### src/sff_pkg.sv
// package for the serial fifo status flag block: offsets, fields, reset values, timing
// assumes one 200 MHz clock, a 16-bit register port and a bit-period tick from the rate logic
package sff_pkg;
  localparam int unsigned FIFO_DEPTH = 16;
  localparam int unsigned PTR_W = 4;
  localparam int unsigned CNT_W = 5;
  // register byte offsets
  localparam logic [7:0] ADDR_STATUS = 8'h00;
  localparam logic [7:0] ADDR_TX_PORT = 8'h04;
  localparam logic [7:0] ADDR_RX_PORT = 8'h08;
  localparam logic [7:0] ADDR_CONTROL = 8'h0c;
  localparam logic [7:0] ADDR_COUNT = 8'h10;
  // status bit positions
  localparam int unsigned BIT_TX_LOW = 5;
  localparam int unsigned BIT_BREAK = 4;
  localparam int unsigned BIT_FRAME_ERR = 3;
  localparam int unsigned BIT_PARITY_ERR = 2;
  localparam int unsigned BIT_RX_FULL = 1;
  localparam int unsigned BIT_RX_READY = 0;
  // control bit positions
  localparam int unsigned CTL_TX_TRIG_LO = 4;
  localparam int unsigned CTL_TX_TRIG_HI = 5;
  localparam int unsigned CTL_RX_TRIG_LO = 6;
  localparam int unsigned CTL_RX_TRIG_HI = 7;
  // reset values
  localparam logic [7:0] CONTROL_RST = 8'h00;
  localparam logic [15:0] RDATA_RST = 16'h0000;
  // trigger levels per selector code
  localparam logic [4:0] TX_TRIG_0 = 5'h08;
  localparam logic [4:0] TX_TRIG_1 = 5'h04;
  localparam logic [4:0] TX_TRIG_2 = 5'h02;
  localparam logic [4:0] TX_TRIG_3 = 5'h01;
  localparam logic [4:0] RX_TRIG_0 = 5'h01;
  localparam logic [4:0] RX_TRIG_1 = 5'h04;
  localparam logic [4:0] RX_TRIG_2 = 5'h08;
  localparam logic [4:0] RX_TRIG_3 = 5'h0e;
  // idle time in bit periods; counted on the bit tick, not on clk
  localparam logic [4:0] IDLE_ETU = 5'h10;

  function automatic logic [4:0] tx_trig_count(input logic [1:0] sel);
    case (sel)
      2'h0: tx_trig_count = TX_TRIG_0;
      2'h1: tx_trig_count = TX_TRIG_1;
      2'h2: tx_trig_count = TX_TRIG_2;
      default: tx_trig_count = TX_TRIG_3;
    endcase
  endfunction

  function automatic logic [4:0] rx_trig_count(input logic [1:0] sel);
    case (sel)
      2'h0: rx_trig_count = RX_TRIG_0;
      2'h1: rx_trig_count = RX_TRIG_1;
      2'h2: rx_trig_count = RX_TRIG_2;
      default: rx_trig_count = RX_TRIG_3;
    endcase
  endfunction
endpackage

### src/sff_status_top.sv
// status flag logic for a serial port with 16-byte tx and rx fifos
// assumes receiver, transmitter shifter and dma logic run on clk; only the rx pin is foreign
`timescale 1ns/10ps
module sff_status_top (
  // clock and reset
  input wire logic clk,
  input wire logic nrst,
  input wire logic standby,
  // register port
  input wire logic [7:0] addr,
  input wire logic [15:0] wdata,
  input wire logic wr_en,
  input wire logic rd_en,
  output logic [15:0] rdata,
  // mode and timing
  input wire logic async_mode,
  input wire logic etu_tick,
  // transmit shifter
  input wire logic tx_take,
  output logic [7:0] tx_byte,
  output logic tx_load,
  // receiver
  input wire logic rx_valid,
  input wire logic [7:0] rx_data,
  input wire logic rx_frame_err,
  input wire logic rx_parity_err,
  input wire logic rx_stop,
  input wire logic rx_line,
  // dma
  input wire logic dma_tx_wr,
  input wire logic [7:0] dma_tx_data,
  input wire logic dma_rx_rd,
  output logic [7:0] dma_rx_data,
  output logic dma_tx_req,
  output logic dma_rx_req
);
  // flag registers
  logic tx_low_flag_reg;
  logic tx_low_flag_next;
  logic line_break_flag_reg;
  logic line_break_flag_next;
  logic rx_fifo_full_flag_reg;
  logic rx_fifo_full_flag_next;
  logic rx_idle_ready_flag_reg;
  logic rx_idle_ready_flag_next;
  // read-as-one arming, order {tx low, break, rx full, ready}
  logic [3:0] arm_reg;
  logic [3:0] arm_next;
  logic [3:0] flag_vec;
  logic [3:0] wclr;
  // control and break tracking
  logic [7:0] fifo_control_reg;
  logic prev_frame_err_reg;
  logic break_hold_reg;
  logic break_hold_next;
  logic rx_line_meta_reg;
  logic rx_line_sync_reg;
  // output registers
  logic [15:0] rdata_reg;
  logic [15:0] rdata_next;
  logic [7:0] tx_byte_reg;
  logic tx_load_reg;
  logic [7:0] dma_rx_data_reg;
  // decode
  logic st_wr;
  logic st_rd;
  logic ctl_wr;
  logic ctl_rd;
  logic cnt_rd;
  logic cpu_tx_wr;
  logic cpu_rx_rd;
  logic dma_tx_push;
  logic dma_rx_pop;
  // fifo wires
  logic tx_push;
  logic [7:0] tx_din;
  logic tx_pop;
  logic [7:0] tx_head;
  logic [4:0] tx_cnt;
  logic [4:0] tx_cnt_next;
  logic tx_full;
  logic tx_empty;
  logic rx_push;
  logic [9:0] rx_din;
  logic rx_pop;
  logic [9:0] rx_head;
  logic [4:0] rx_cnt;
  logic [4:0] rx_cnt_next;
  logic rx_full;
  logic rx_empty;
  // trigger levels and events
  logic [4:0] tx_trig;
  logic [4:0] rx_trig;
  logic frame_err_status;
  logic parity_err_status;
  logic break_set;
  logic zero_char;
  logic idle_timeout;
  logic [15:0] status_vec;

  function automatic logic addr_hit(input logic [7:0] a, input logic [7:0] offs);
    addr_hit = (a == offs);
  endfunction

  // register port decode
  assign st_wr = wr_en & addr_hit(addr, sff_pkg::ADDR_STATUS);
  assign st_rd = rd_en & addr_hit(addr, sff_pkg::ADDR_STATUS);
  assign ctl_wr = wr_en & addr_hit(addr, sff_pkg::ADDR_CONTROL);
  assign ctl_rd = rd_en & addr_hit(addr, sff_pkg::ADDR_CONTROL);
  assign cnt_rd = rd_en & addr_hit(addr, sff_pkg::ADDR_COUNT);
  assign cpu_tx_wr = wr_en & addr_hit(addr, sff_pkg::ADDR_TX_PORT);
  assign cpu_rx_rd = rd_en & addr_hit(addr, sff_pkg::ADDR_RX_PORT);

  // trigger selection from the control register
  assign tx_trig = sff_pkg::tx_trig_count({fifo_control_reg[sff_pkg::CTL_TX_TRIG_HI],
                                           fifo_control_reg[sff_pkg::CTL_TX_TRIG_LO]});
  assign rx_trig = sff_pkg::rx_trig_count({fifo_control_reg[sff_pkg::CTL_RX_TRIG_HI],
                                           fifo_control_reg[sff_pkg::CTL_RX_TRIG_LO]});

  // transmit side; the cpu wins a same-cycle collision and the dma write is lost
  assign dma_tx_push = dma_tx_wr & ~cpu_tx_wr & ~tx_full;
  assign tx_push = (cpu_tx_wr | dma_tx_wr) & ~tx_full;
  assign tx_din = cpu_tx_wr ? wdata[7:0] : dma_tx_data;
  assign tx_pop = tx_take & ~tx_empty & ~standby;
  assign tx_cnt_next = tx_cnt + {4'h0, tx_push & ~standby} - {4'h0, tx_pop};

  sff_fifo #(
    .WIDTH(8)
  ) u_tx_fifo (
    .clk(clk),
    .nrst(nrst),
    .flush(standby),
    .push(tx_push),
    .din(tx_din),
    .pop(tx_pop),
    .dout(tx_head),
    .count(tx_cnt),
    .full(tx_full),
    .empty(tx_empty)
  );

  // receive side; zero characters after a break are not stored, overruns are dropped
  assign zero_char = (rx_data == 8'h00);
  assign break_set = rx_valid & rx_frame_err & prev_frame_err_reg & zero_char;
  assign rx_push = rx_valid & ~(break_hold_reg & zero_char) & ~rx_full;
  assign rx_din = {rx_frame_err, rx_parity_err, rx_data};
  assign dma_rx_pop = dma_rx_rd & ~cpu_rx_rd & ~rx_empty;
  assign rx_pop = (cpu_rx_rd | dma_rx_rd) & ~rx_empty & ~standby;
  assign rx_cnt_next = rx_cnt + {4'h0, rx_push & ~standby} - {4'h0, rx_pop};

  sff_fifo #(
    .WIDTH(10)
  ) u_rx_fifo (
    .clk(clk),
    .nrst(nrst),
    .flush(standby),
    .push(rx_push),
    .din(rx_din),
    .pop(rx_pop),
    .dout(rx_head),
    .count(rx_cnt),
    .full(rx_full),
    .empty(rx_empty)
  );

  sff_idle_timer u_idle_timer (
    .clk(clk),
    .nrst(nrst),
    .clear(standby),
    .restart(rx_stop),
    .etu_tick(etu_tick),
    .timeout(idle_timeout)
  );

  // error bits track the head entry so they change as the fifo is read
  assign frame_err_status = ~rx_empty & rx_head[9];
  assign parity_err_status = ~rx_empty & async_mode & rx_head[8];

  // status word as software sees it
  assign status_vec = {10'h000, tx_low_flag_reg, line_break_flag_reg, frame_err_status,
                       parity_err_status, rx_fifo_full_flag_reg, rx_idle_ready_flag_reg};

  // clear-by-zero needs an earlier read of one; a written one does nothing
  assign flag_vec = {tx_low_flag_reg, line_break_flag_reg, rx_fifo_full_flag_reg,
                     rx_idle_ready_flag_reg};
  assign wclr[3] = st_wr & ~wdata[sff_pkg::BIT_TX_LOW] & arm_reg[3];
  assign wclr[2] = st_wr & ~wdata[sff_pkg::BIT_BREAK] & arm_reg[2];
  assign wclr[1] = st_wr & ~wdata[sff_pkg::BIT_RX_FULL] & arm_reg[1];
  assign wclr[0] = st_wr & ~wdata[sff_pkg::BIT_RX_READY] & arm_reg[0];
  assign arm_next = st_wr ? 4'h0 : ((arm_reg | (st_rd ? flag_vec : 4'h0)) & flag_vec);

  // tx low: set wins over either clear in the same cycle
  assign tx_low_flag_next = (tx_pop & (tx_cnt_next <= tx_trig))
                          | (tx_low_flag_reg
                             & ~(wclr[3] & (tx_cnt > tx_trig))
                             & ~(dma_tx_push & (tx_cnt_next > tx_trig)));

  // break: only software, reset or standby clears it
  assign line_break_flag_next = break_set | (line_break_flag_reg & ~wclr[2]);
  assign break_hold_next = break_set | (break_hold_reg & ~rx_line_sync_reg);

  // rx full follows the level, clears by software or dma draining
  assign rx_fifo_full_flag_next = (rx_cnt_next >= rx_trig)
                                | (rx_fifo_full_flag_reg
                                   & ~(wclr[1] & (rx_cnt < rx_trig))
                                   & ~(dma_rx_pop & (rx_cnt_next < rx_trig)));

  // ready: data left below trigger after an idle gap
  assign rx_idle_ready_flag_next = (idle_timeout & (rx_cnt != 5'h00) & (rx_cnt < rx_trig))
                                 | (rx_idle_ready_flag_reg & ~(wclr[0] & rx_empty));

  // read mux; unmapped and write-only offsets read as zero
  assign rdata_next = st_rd ? status_vec :
                      ctl_rd ? {8'h00, fifo_control_reg} :
                      cnt_rd ? {3'h0, tx_cnt, 3'h0, rx_cnt} :
                      cpu_rx_rd ? {8'h00, rx_head[7:0]} :
                      sff_pkg::RDATA_RST;

  // rx pin is foreign to clk; two stages before break-end logic reads it
  always_ff @(posedge clk or negedge nrst)
  begin
    if (!nrst)
    begin
      rx_line_meta_reg <= 1'b1;
      rx_line_sync_reg <= 1'b1;
    end
    else
    begin
      rx_line_meta_reg <= rx_line;
      rx_line_sync_reg <= rx_line_meta_reg;
    end
  end

  // status flags; standby restores the reset state synchronously
  always_ff @(posedge clk or negedge nrst)
  begin
    if (!nrst)
    begin
      tx_low_flag_reg <= 1'b1;
      line_break_flag_reg <= 1'b0;
      rx_fifo_full_flag_reg <= 1'b0;
      rx_idle_ready_flag_reg <= 1'b0;
      arm_reg <= 4'h0;
      break_hold_reg <= 1'b0;
      prev_frame_err_reg <= 1'b0;
    end
    else if (standby)
    begin
      tx_low_flag_reg <= 1'b1;
      line_break_flag_reg <= 1'b0;
      rx_fifo_full_flag_reg <= 1'b0;
      rx_idle_ready_flag_reg <= 1'b0;
      arm_reg <= 4'h0;
      break_hold_reg <= 1'b0;
      prev_frame_err_reg <= 1'b0;
    end
    else
    begin
      tx_low_flag_reg <= tx_low_flag_next;
      line_break_flag_reg <= line_break_flag_next;
      rx_fifo_full_flag_reg <= rx_fifo_full_flag_next;
      rx_idle_ready_flag_reg <= rx_idle_ready_flag_next;
      arm_reg <= arm_next;
      break_hold_reg <= break_hold_next;
      if (rx_valid)
      begin
        prev_frame_err_reg <= rx_frame_err;
      end
    end
  end

  // control register
  always_ff @(posedge clk or negedge nrst)
  begin
    if (!nrst)
    begin
      fifo_control_reg <= sff_pkg::CONTROL_RST;
    end
    else if (standby)
    begin
      fifo_control_reg <= sff_pkg::CONTROL_RST;
    end
    else if (ctl_wr)
    begin
      fifo_control_reg <= wdata[7:0];
    end
  end

  // registered outputs
  always_ff @(posedge clk or negedge nrst)
  begin
    if (!nrst)
    begin
      rdata_reg <= sff_pkg::RDATA_RST;
      tx_byte_reg <= 8'h00;
      tx_load_reg <= 1'b0;
      dma_rx_data_reg <= 8'h00;
    end
    else
    begin
      rdata_reg <= rdata_next;
      tx_load_reg <= tx_pop;
      if (tx_pop)
      begin
        tx_byte_reg <= tx_head;
      end
      if (dma_rx_pop & ~standby)
      begin
        dma_rx_data_reg <= rx_head[7:0];
      end
    end
  end

  assign rdata = rdata_reg;
  assign tx_byte = tx_byte_reg;
  assign tx_load = tx_load_reg;
  assign dma_rx_data = dma_rx_data_reg;
  // dma requests mirror the level flags
  assign dma_tx_req = tx_low_flag_reg;
  assign dma_rx_req = rx_fifo_full_flag_reg;
endmodule

### src/sff_fifo.sv
// synchronous 16-entry fifo with occupancy count and flush
// assumes the caller never pushes when full nor pops when empty; both are gated here too
`timescale 1ns/10ps
module sff_fifo #(
  parameter int unsigned WIDTH = 8
) (
  // clock and reset
  input wire logic clk,
  input wire logic nrst,
  input wire logic flush,
  // write side
  input wire logic push,
  input wire logic [WIDTH-1:0] din,
  // read side
  input wire logic pop,
  output logic [WIDTH-1:0] dout,
  // level
  output logic [sff_pkg::CNT_W-1:0] count,
  output logic full,
  output logic empty
);
  logic [WIDTH-1:0] mem [0:sff_pkg::FIFO_DEPTH-1];
  logic [sff_pkg::PTR_W-1:0] wr_ptr_reg;
  logic [sff_pkg::PTR_W-1:0] rd_ptr_reg;
  logic [sff_pkg::CNT_W-1:0] count_reg;
  logic do_push;
  logic do_pop;

  assign full = (count_reg == sff_pkg::CNT_W'(sff_pkg::FIFO_DEPTH));
  assign empty = (count_reg == '0);
  assign do_push = push & ~full & ~flush;
  assign do_pop = pop & ~empty & ~flush;
  // head shows stale storage when empty, which is the undefined read value
  assign dout = mem[rd_ptr_reg];
  assign count = count_reg;

  // storage needs no reset
  always_ff @(posedge clk)
  begin
    if (do_push)
    begin
      mem[wr_ptr_reg] <= din;
    end
  end

  // pointers and level
  always_ff @(posedge clk or negedge nrst)
  begin
    if (!nrst)
    begin
      wr_ptr_reg <= '0;
      rd_ptr_reg <= '0;
      count_reg <= '0;
    end
    else if (flush)
    begin
      wr_ptr_reg <= '0;
      rd_ptr_reg <= '0;
      count_reg <= '0;
    end
    else
    begin
      wr_ptr_reg <= wr_ptr_reg + ptr_one(do_push);
      rd_ptr_reg <= rd_ptr_reg + ptr_one(do_pop);
      count_reg <= count_reg + {4'h0, do_push} - {4'h0, do_pop};
    end
  end

  function automatic logic [sff_pkg::PTR_W-1:0] ptr_one(input logic b);
    ptr_one = {3'h0, b};
  endfunction
endmodule

### src/sff_idle_timer.sv
// idle timer: counts bit periods after the last stop bit and pulses once on timeout
// assumes etu_tick is a one-cycle pulse per bit period from the rate logic on clk
`timescale 1ns/10ps
module sff_idle_timer (
  // clock and reset
  input wire logic clk,
  input wire logic nrst,
  input wire logic clear,
  // timing
  input wire logic restart,
  input wire logic etu_tick,
  output logic timeout
);
  logic [4:0] cnt_reg;
  logic run_reg;
  logic timeout_reg;
  logic last_tick;

  assign last_tick = run_reg & etu_tick & (cnt_reg == sff_pkg::IDLE_ETU - 5'h01);
  assign timeout = timeout_reg;

  // stops after one timeout so the ready flag sees a single event per idle gap
  always_ff @(posedge clk or negedge nrst)
  begin
    if (!nrst)
    begin
      cnt_reg <= 5'h00;
      run_reg <= 1'b0;
      timeout_reg <= 1'b0;
    end
    else if (clear)
    begin
      cnt_reg <= 5'h00;
      run_reg <= 1'b0;
      timeout_reg <= 1'b0;
    end
    else
    begin
      timeout_reg <= last_tick & ~restart;
      if (restart)
      begin
        cnt_reg <= 5'h00;
        run_reg <= 1'b1;
      end
      else if (last_tick)
      begin
        run_reg <= 1'b0;
      end
      else if (run_reg & etu_tick)
      begin
        cnt_reg <= cnt_reg + 5'h01;
      end
    end
  end
endmodule

### config.mk
export PLATFORM = sky130hd
export DESIGN_NAME = sff_status_top
export DESIGN_NICKNAME = d
export VERILOG_FILES = /design/src/sff_pkg.sv /design/src/sff_status_top.sv /design/src/sff_fifo.sv /design/src/sff_idle_timer.sv
export SDC_FILE = /design/constraint.sdc
export NUM_CORES = 1
export LEC_CHECK = 0
export BUFFER_PORTS_ARGS = -buffer_cell sky130_fd_sc_hd__buf_2
export CORE_ASPECT_RATIO = 0.9
export CORE_MARGIN = 5
export CORE_UTILIZATION = 65
export DETAILED_ROUTE_END_ITERATION = 10
export PLACE_DENSITY_LB_ADDON = 0.05
export SYNTH_ARGS = -nofsm -noshare
export SYNTH_HDL_FRONTEND = slang
export SYNTH_SLANG_ARGS = --single-unit
### constraint.sdc
create_clock -name clk -period 7.83 [get_ports clk]
set_input_delay 0.3915 -clock clk [delete_from_list [all_inputs] [get_ports clk]]
set_output_delay 0.3915 -clock clk [all_outputs]
set_load 0.005 [all_outputs]
---- Word-level counts from Yosys, hierarchy flattened ----
Memory sizes are Yosys's and may differ from the RTL's. A register that Yosys moved wholly into a read port is not among the register bits.
Cells that the tools add are included.
storage, ports and cells
  logic and storage cells ................. 196
  input port bits ......................... 55
  register bits after elaboration ......... 75
  memories kept ........................... 2
  bits in writable memories ............... 288
  output and inout port bits .............. 35
  bits in latches ......................... 0
  memory bits (read-only) ................. 0
memory list
  name           depth  bits a word  read ports  clocked after Yosys merged registers in  wr ports  RTL line        text
  u_rx_fifo.mem  16     10           1           0                                        1         sff_fifo.sv:22  logic [WIDTH-1:0] mem [0:sff_pkg::FIFO_DEPTH-1];
  u_tx_fifo.mem  16     8            1           1                                        1         sff_fifo.sv:22
operators by class
  add/sub/neg operators ................... 13
  reductions and logical operators ........ 13
  div/mod/pow operators ................... 0
  multiply operators ...................... 0
  bitwise logic cells ..................... 91
  magnitude comparators ................... 6
  mux-type cells .......................... 37
  shift operators ......................... 0
  eq/ne operators ......................... 12
operators by type and width
  kind                                            number
  AND 1 bit                                       62
  2-to-1 mux 13 bit                               3
  2-to-1 mux 8 bit                                4
  2-to-1 mux 5 bit                                6
  2-to-1 mux 4 bit                                7
  one-hot mux 4 bit (3 select lines)              2
  adder 5 x 1 -> 5 bit                            4
  inverter 1 bit                                  20
  subtractor 5 x 1 -> 5 bit                       4
  adder 4 x 1 -> 4 bit                            4
  == test 8 x 4 -> 1 bit (second input constant)  2
  zero test 8 bit                                 2
  2-to-1 mux 1 bit                                15
  == test 5 bit (second input constant)           2
  greater-than comparator 5 bit                   2
  zero test 5 bit                                 2
  < comparator 5 bit                              2
  == test 8 x 3 -> 1 bit (second input constant)  1
  == test 8 x 5 -> 1 bit (second input constant)  1
  bitwise OR 1 bit                                7
  nonzero test 3 bit                              2
  adder 5 x 1 -> 5 bit (second input constant)    1
  == test 5 x 4 -> 1 bit (second input constant)  1
  >= comparator 5 bit                             1
  11 further kinds                                15

---- Logic depth before layout (Yosys ltp) ----
  depth in word-level cells ............... 14
  gate-level depth with buffers ........... 17
  gate-level depth less buffers ........... 17

---- Cells and area by module ----
A second synthesis with hierarchy kept.
second synthesis, totals
  cells, all modules ...................... 939
  area total of the unflattened synthesis .. 15884.0 µm²
by module, submodules not included
  module                 cells each  seq. area each (µm²)  times used  area each (µm²)
  sff_fifo at u_rx_fifo  337         5129.9                1           6811.5
  sff_fifo at u_tx_fifo  290         4169.0                1           5701.7
  sff_status_top         279         1255.0                1           3025.4
  sff_idle_timer         33          175.2                 1           345.3

---- Worst setup path after synthesis ----
Ideal clock, no wire load.
  kind .................................... reg2reg
  start ................................... reg u_tx_fifo.count_reg, in the netlist u_tx_fifo.count[3]
  end ..................................... reg tx_low_flag_reg, in the netlist dma_tx_req
  period minus slack after synthesis ...... 3.561 ns
  required time ........................... 7.768 ns
  path slack .............................. 4.269 ns
  path buffers ............................ 0
  cell stages (with the launch flop) ...... 16
  data arrival time ....................... 3.500 ns
  library setup time ...................... 0.062 ns
  cell sequence ........................... dfrtp_1 -> inv_1 -> ha_1 -> or4b_2 -> nand3_2 -> inv_1 -> ha_1 -> inv_1 -> ha_1 -> fa_1 -> ha_1 -> nor2b_1 -> o21ai_0 -> a21oi_1 -> o311ai_0 -> o31a_1
on the way
  elaborated cells on any way between the ends .. 23
  those cells by class .................... add/sub (2); order compare (3); eq/ne (1); mux (1); bitwise (15); reduce/logical (1)
RTL lines
  item                           RTL line               text
  start, declared                sff_fifo.sv:25         logic [sff_pkg::CNT_W-1:0] count_reg;
  start signal, assigned         sff_fifo.sv:65         count_reg <= count_reg + {4'h0, do_push} - {4'h0, do_pop};
  zero test 5 bit (*)            sff_fifo.sv:30         assign empty = (count_reg == '0);
  inverter 1 bit (*)             sff_status_top.sv:124  assign tx_pop = tx_take & ~tx_empty & ~standby;
  AND 1 bit (*) (2 in a row)     sff_status_top.sv:124
  via tx_pop                     sff_status_top.sv:77   logic tx_pop;
  subtractor 5 x 1 -> 5 bit      sff_status_top.sv:125  assign tx_cnt_next = tx_cnt + {4'h0, tx_push & ~standby} - {4'h0, tx_pop};
  greater-than comparator 5 bit  sff_status_top.sv:196  & ~(dma_tx_push & (tx_cnt_next > tx_trig)));
  AND 1 bit                      sff_status_top.sv:196
  inverter 1 bit                 sff_status_top.sv:196
  AND 1 bit                      sff_status_top.sv:196
  bitwise OR 1 bit (*)           sff_status_top.sv:194  | (tx_low_flag_reg
  2-to-1 mux 1 bit (*)           sff_status_top.sv:247  else if (standby)
  end signal, assigned           sff_status_top.sv:259  tx_low_flag_reg <= tx_low_flag_next;
  end, declared                  sff_status_top.sv:38   logic tx_low_flag_reg;
The timed path passes the listed nets; every way through them passes the cells marked *.
A chain may end at the register's enable or synchronous reset.

---- Final worst setup path ----
  start ................................... reg u_tx_fifo.count_reg, in the netlist u_tx_fifo.count[2]
  end ..................................... reg tx_low_flag_reg, in the netlist dma_tx_req
Same word-level chain as after synthesis.

==> impl_metrics.env <==
export IMPL_run_status="completed"
export IMPL_grt_first_pass_wirelength_um=51300
export IMPL_hold_slack_ns=0.0607
export IMPL_irDropWorstVdd_mv=0.226
export IMPL_clock_sink_count=371
export IMPL_clkTransAtPathRegs_ns=0.06
export IMPL_r2r_cells=15
export IMPL_cp_depth=15
export IMPL_route_detailed_vias_per_inst=6.35
export IMPL_switching_share_pct=25.5
export IMPL_largest_area_contributor_in_the_netlist="sky130_fd_sc_hd__edfxtp_1"
export IMPL_vias=8664
export IMPL_gp_congestion=0.830
export IMPL_critical_path_startpoint_type="flip-flop"
export IMPL_pwr_density_cell_nw_per_um2=295
export IMPL_die_height_um=157
export IMPL_largest_register_ff_count=160
export IMPL_switching_power_uw=1330
export IMPL_yosysUniqueCellTypes=64
export IMPL_yosysSeqAreaShare_pct=68.4
export IMPL_cts_root_buf="sky130_fd_sc_hd__clkbuf_16"
export IMPL_routed_wire_length_per_instance_um=24.0
export IMPL_total_of_endpoints_with_negative_setup_slack_in_the_final_report=0
export IMPL_postSynthAreaPerCell_um2=16.7
export IMPL_synth_seq_cells=371
export IMPL_n_antenna_cell=0
export IMPL_crit_path_max_fanout=10
export IMPL_cts_buffers=38
export IMPL_chipWidth_um=174
export IMPL_tritoncts="done"
export IMPL_tightestPinTransition_ns=1.27
export IMPL_clk_latency_ns=0.53
export IMPL_critical_path_top_delay_family="adder cells"
export IMPL_synthDominantCellAreaShare_pct=55.2
export IMPL_dp_final_hpwl_um=21400
export IMPL_final_cell_area_um2=17700
export IMPL_worst_ep_arrival_time_ns=4.47
export IMPL_final_setup_skew_ns=0.0133
export IMPL_clock_path_buffers=3
export IMPL_initial_utilization_pct=65.4
export IMPL_final_period_utilization_pct=51.2
export IMPL_drc=0
export IMPL_minimum_clock_period_after_layout_ns=4.01
export IMPL_cp_end_kind="flip-flop"
export IMPL_finalWirelength_um=32700
export IMPL_leak_uw=0.00646
export IMPL_floorplan_rows=54
export IMPL_grt_antenna_before_repair=0
export IMPL_p_total_uw=5220
export IMPL_area_growth_syn_to_layout_pct=13.0
export IMPL_drive_above_1_share_pct=24.0
export IMPL_cp_common_cell="sky130_fd_sc_hd__ha_1"
export IMPL_power_report_internal_total_uw=3890
export IMPL_top_level_ports=90
export IMPL_power_share_sequential_pct=44.0
export IMPL_synth_edff_count=288
export IMPL_hold_viol_final=0
export IMPL_htree_num_levels=2
export IMPL_synth_area_top_cells="sky130_fd_sc_hd__edfxtp_1, sky130_fd_sc_hd__dfrtp_1, sky130_fd_sc_hd__mux4_2, sky130_fd_sc_hd__ha_1, sky130_fd_sc_hd__mux2i_1"
export IMPL_yosys_warn_count=0
export IMPL_drt_pass1_iter_count=5
export IMPL_yosysMostFrequentCell="sky130_fd_sc_hd__edfxtp_1"
export IMPL_globalRouteTotalUtil_pct=24.4
export IMPL_grt_setup_unrepaired="no"
export IMPL_power_clock_fraction_pct=37.0
export IMPL_min_delay_worst_type="in2async"
export IMPL_slew_violations=0
export IMPL_grt_overflow_total=0
export IMPL_criticalPathCategory="reg2reg"
export IMPL_dr_first_iter_drc_count=759
export IMPL_postSynth_asyncResetShare_pct=22.4
export IMPL_synthesis_area_um2=15700
export IMPL_slew_limit_headroom_pct=15.1
export IMPL_drtAntennaViolNets=0
export IMPL_ys_dominant_reg_cell="sky130_fd_sc_hd__edfxtp_1"
export IMPL_achievable_frequency_mhz=249
export IMPL_floorplan_core_area_um2=24000
export IMPL_fin_setup_tns_ns=0
export IMPL_grt_max_degree=84
export IMPL_critPathRequiredTime_ns=8.29
export IMPL_ys_top_cells_by_count="sky130_fd_sc_hd__edfxtp_1, sky130_fd_sc_hd__dfrtp_1, sky130_fd_sc_hd__nor2_1"
export IMPL_worst_path_largest_cell_delay_ns=0.62
export IMPL_via_count_of_the_first_global_routing_pass=8900
export IMPL_final_instance_count_excl_fill=1365
export IMPL_pwr_share_comb_pct=18.9
export IMPL_crit_slowest_cell="sky130_fd_sc_hd__or4b_2"
export IMPL_synthesized_instance_count=939
export IMPL_total_die_area_um2=27300
export IMPL_num_nets_final=1129
export IMPL_cell_by_cell_trace_of_the_critical_path="inv_1, ha_1, or4b_2, nand3_2, inv_1, ha_1, inv_1, ha_1, fa_1, ha_1, nor2b_1, o21ai_0, a21oi_1, o311ai_0, o31a_1"
export IMPL_post_dp_cell_area_um2=16400
export IMPL_port_buffers=78
export IMPL_placed_cells_incl_taps=1294
export IMPL_maxCapViolations=0
export IMPL_worst_path_buf_inv=3
==> power groups by stage <==
stage	clock, uW	combinational [uW]	sequential (uW)
finish	1930	988	2300
detailed placement	0	985	2340
CTS	1960	997	2300
floorplan	0	735	2310
global route	2060	1110	2310
global placement	0	944	2330
==> path summary, 6_finish.rpt <==
kind | slack [ns] | start | end
min reg2reg | 0.36 | rx_line_meta_reg$_DFF_PN1_ | rx_line_sync_reg$_DFF_PN1_
max | 3.82 | u_tx_fifo.count[2]$_DFF_PN0_ | dma_tx_req$_DFF_PN1_
min in group clk | 0.11 | rx_stop | u_idle_timer.run_reg$_DFFE_PN0P_
max reg2reg | 3.82 | u_tx_fifo.count[2]$_DFF_PN0_ | dma_tx_req$_DFF_PN1_
max in group asynchronous | 7.06 | nrst | u_tx_fifo.rd_ptr_reg[0]$_DFF_PN0_
min | 0.06 | nrst | dma_rx_data[2]$_DFFE_PN0P_
==> cell usage in the layout (no fill, tap or decap), types with 15 or more instances in the layout <==
| master | count |
|---|---|
| sky130_fd_sc_hd__ha_1 | 43 |
| sky130_fd_sc_hd__clkbuf_16 | 39 |
| sky130_fd_sc_hd__buf_2 | 77 |
| sky130_fd_sc_hd__edfxtp_1 | 288 |
| sky130_fd_sc_hd__inv_1 | 30 |
| sky130_fd_sc_hd__nand2_1 | 28 |
| sky130_fd_sc_hd__nor2_1 | 73 |
| sky130_fd_sc_hd__mux4_2 | 69 |
| sky130_fd_sc_hd__mux2i_1 | 31 |
| sky130_fd_sc_hd__dfrtp_1 | 77 |
| sky130_fd_sc_hd__mux2_2 | 15 |
| sky130_fd_sc_hd__buf_4 | 17 |
| sky130_fd_sc_hd__a21oi_1 | 22 |
| sky130_fd_sc_hd__nor2b_1 | 18 |
==> final cells by class <==
class                   count  area, um^2
fillers                  1468        6260
multi-input cells         491        4610
inverters                  30         113
repair buffers             95         523
clock buffers              53        1080
flip-flops and latches    371       10700
clock inverters            17         280
well taps                 308         385
==> timing repair <==
item / 4_1_cts / 5_1_grt
hold buffers: 1 / 0
endpoints found under the hold margin: 1 / 0
resized for setup: 0 / 0
buffers inserted: 0 / 0
==> layer usage <==
metal / wire [um] / GRT usage (%) / vias up / part of all wire [%]
li1: - / - / 3807 / -
met2: 15500 / 38.6 / 368 / 47
met4: 680 / 6.63 / 0 / 2.1
met3: 2430 / 4.35 / 53 / 7.4
met1: 14100 / 36.0 / 4436 / 43
met5: 0 / 0 / - / 0
==> through the flow <==
stage	setup slack (ns)	utilization, %
floorplan	4.27	-
finish	3.82	73.9
CTS	3.83	73.9
detailed placement	3.75	68.2
global route	3.55	73.9
global placement	3.89	68.2
==> kinds of logic (layout without fill, tap and decap cells) <==
logic type,after synthesis,in the layout,synth area share (%)
other,1,3,0.0239
multiplexers,115,115,13.0
XOR/XNOR,25,25,1.40
AND/OR/NAND/NOR,197,197,6.50
AO/OA/AOI/OAI,104,104,4.54
buffers and inverters,79,195,2.20
flip-flops,371,371,68.4
adder cells (fa/ha/maj),47,47,3.94
(Power assumes the default switching activity.)
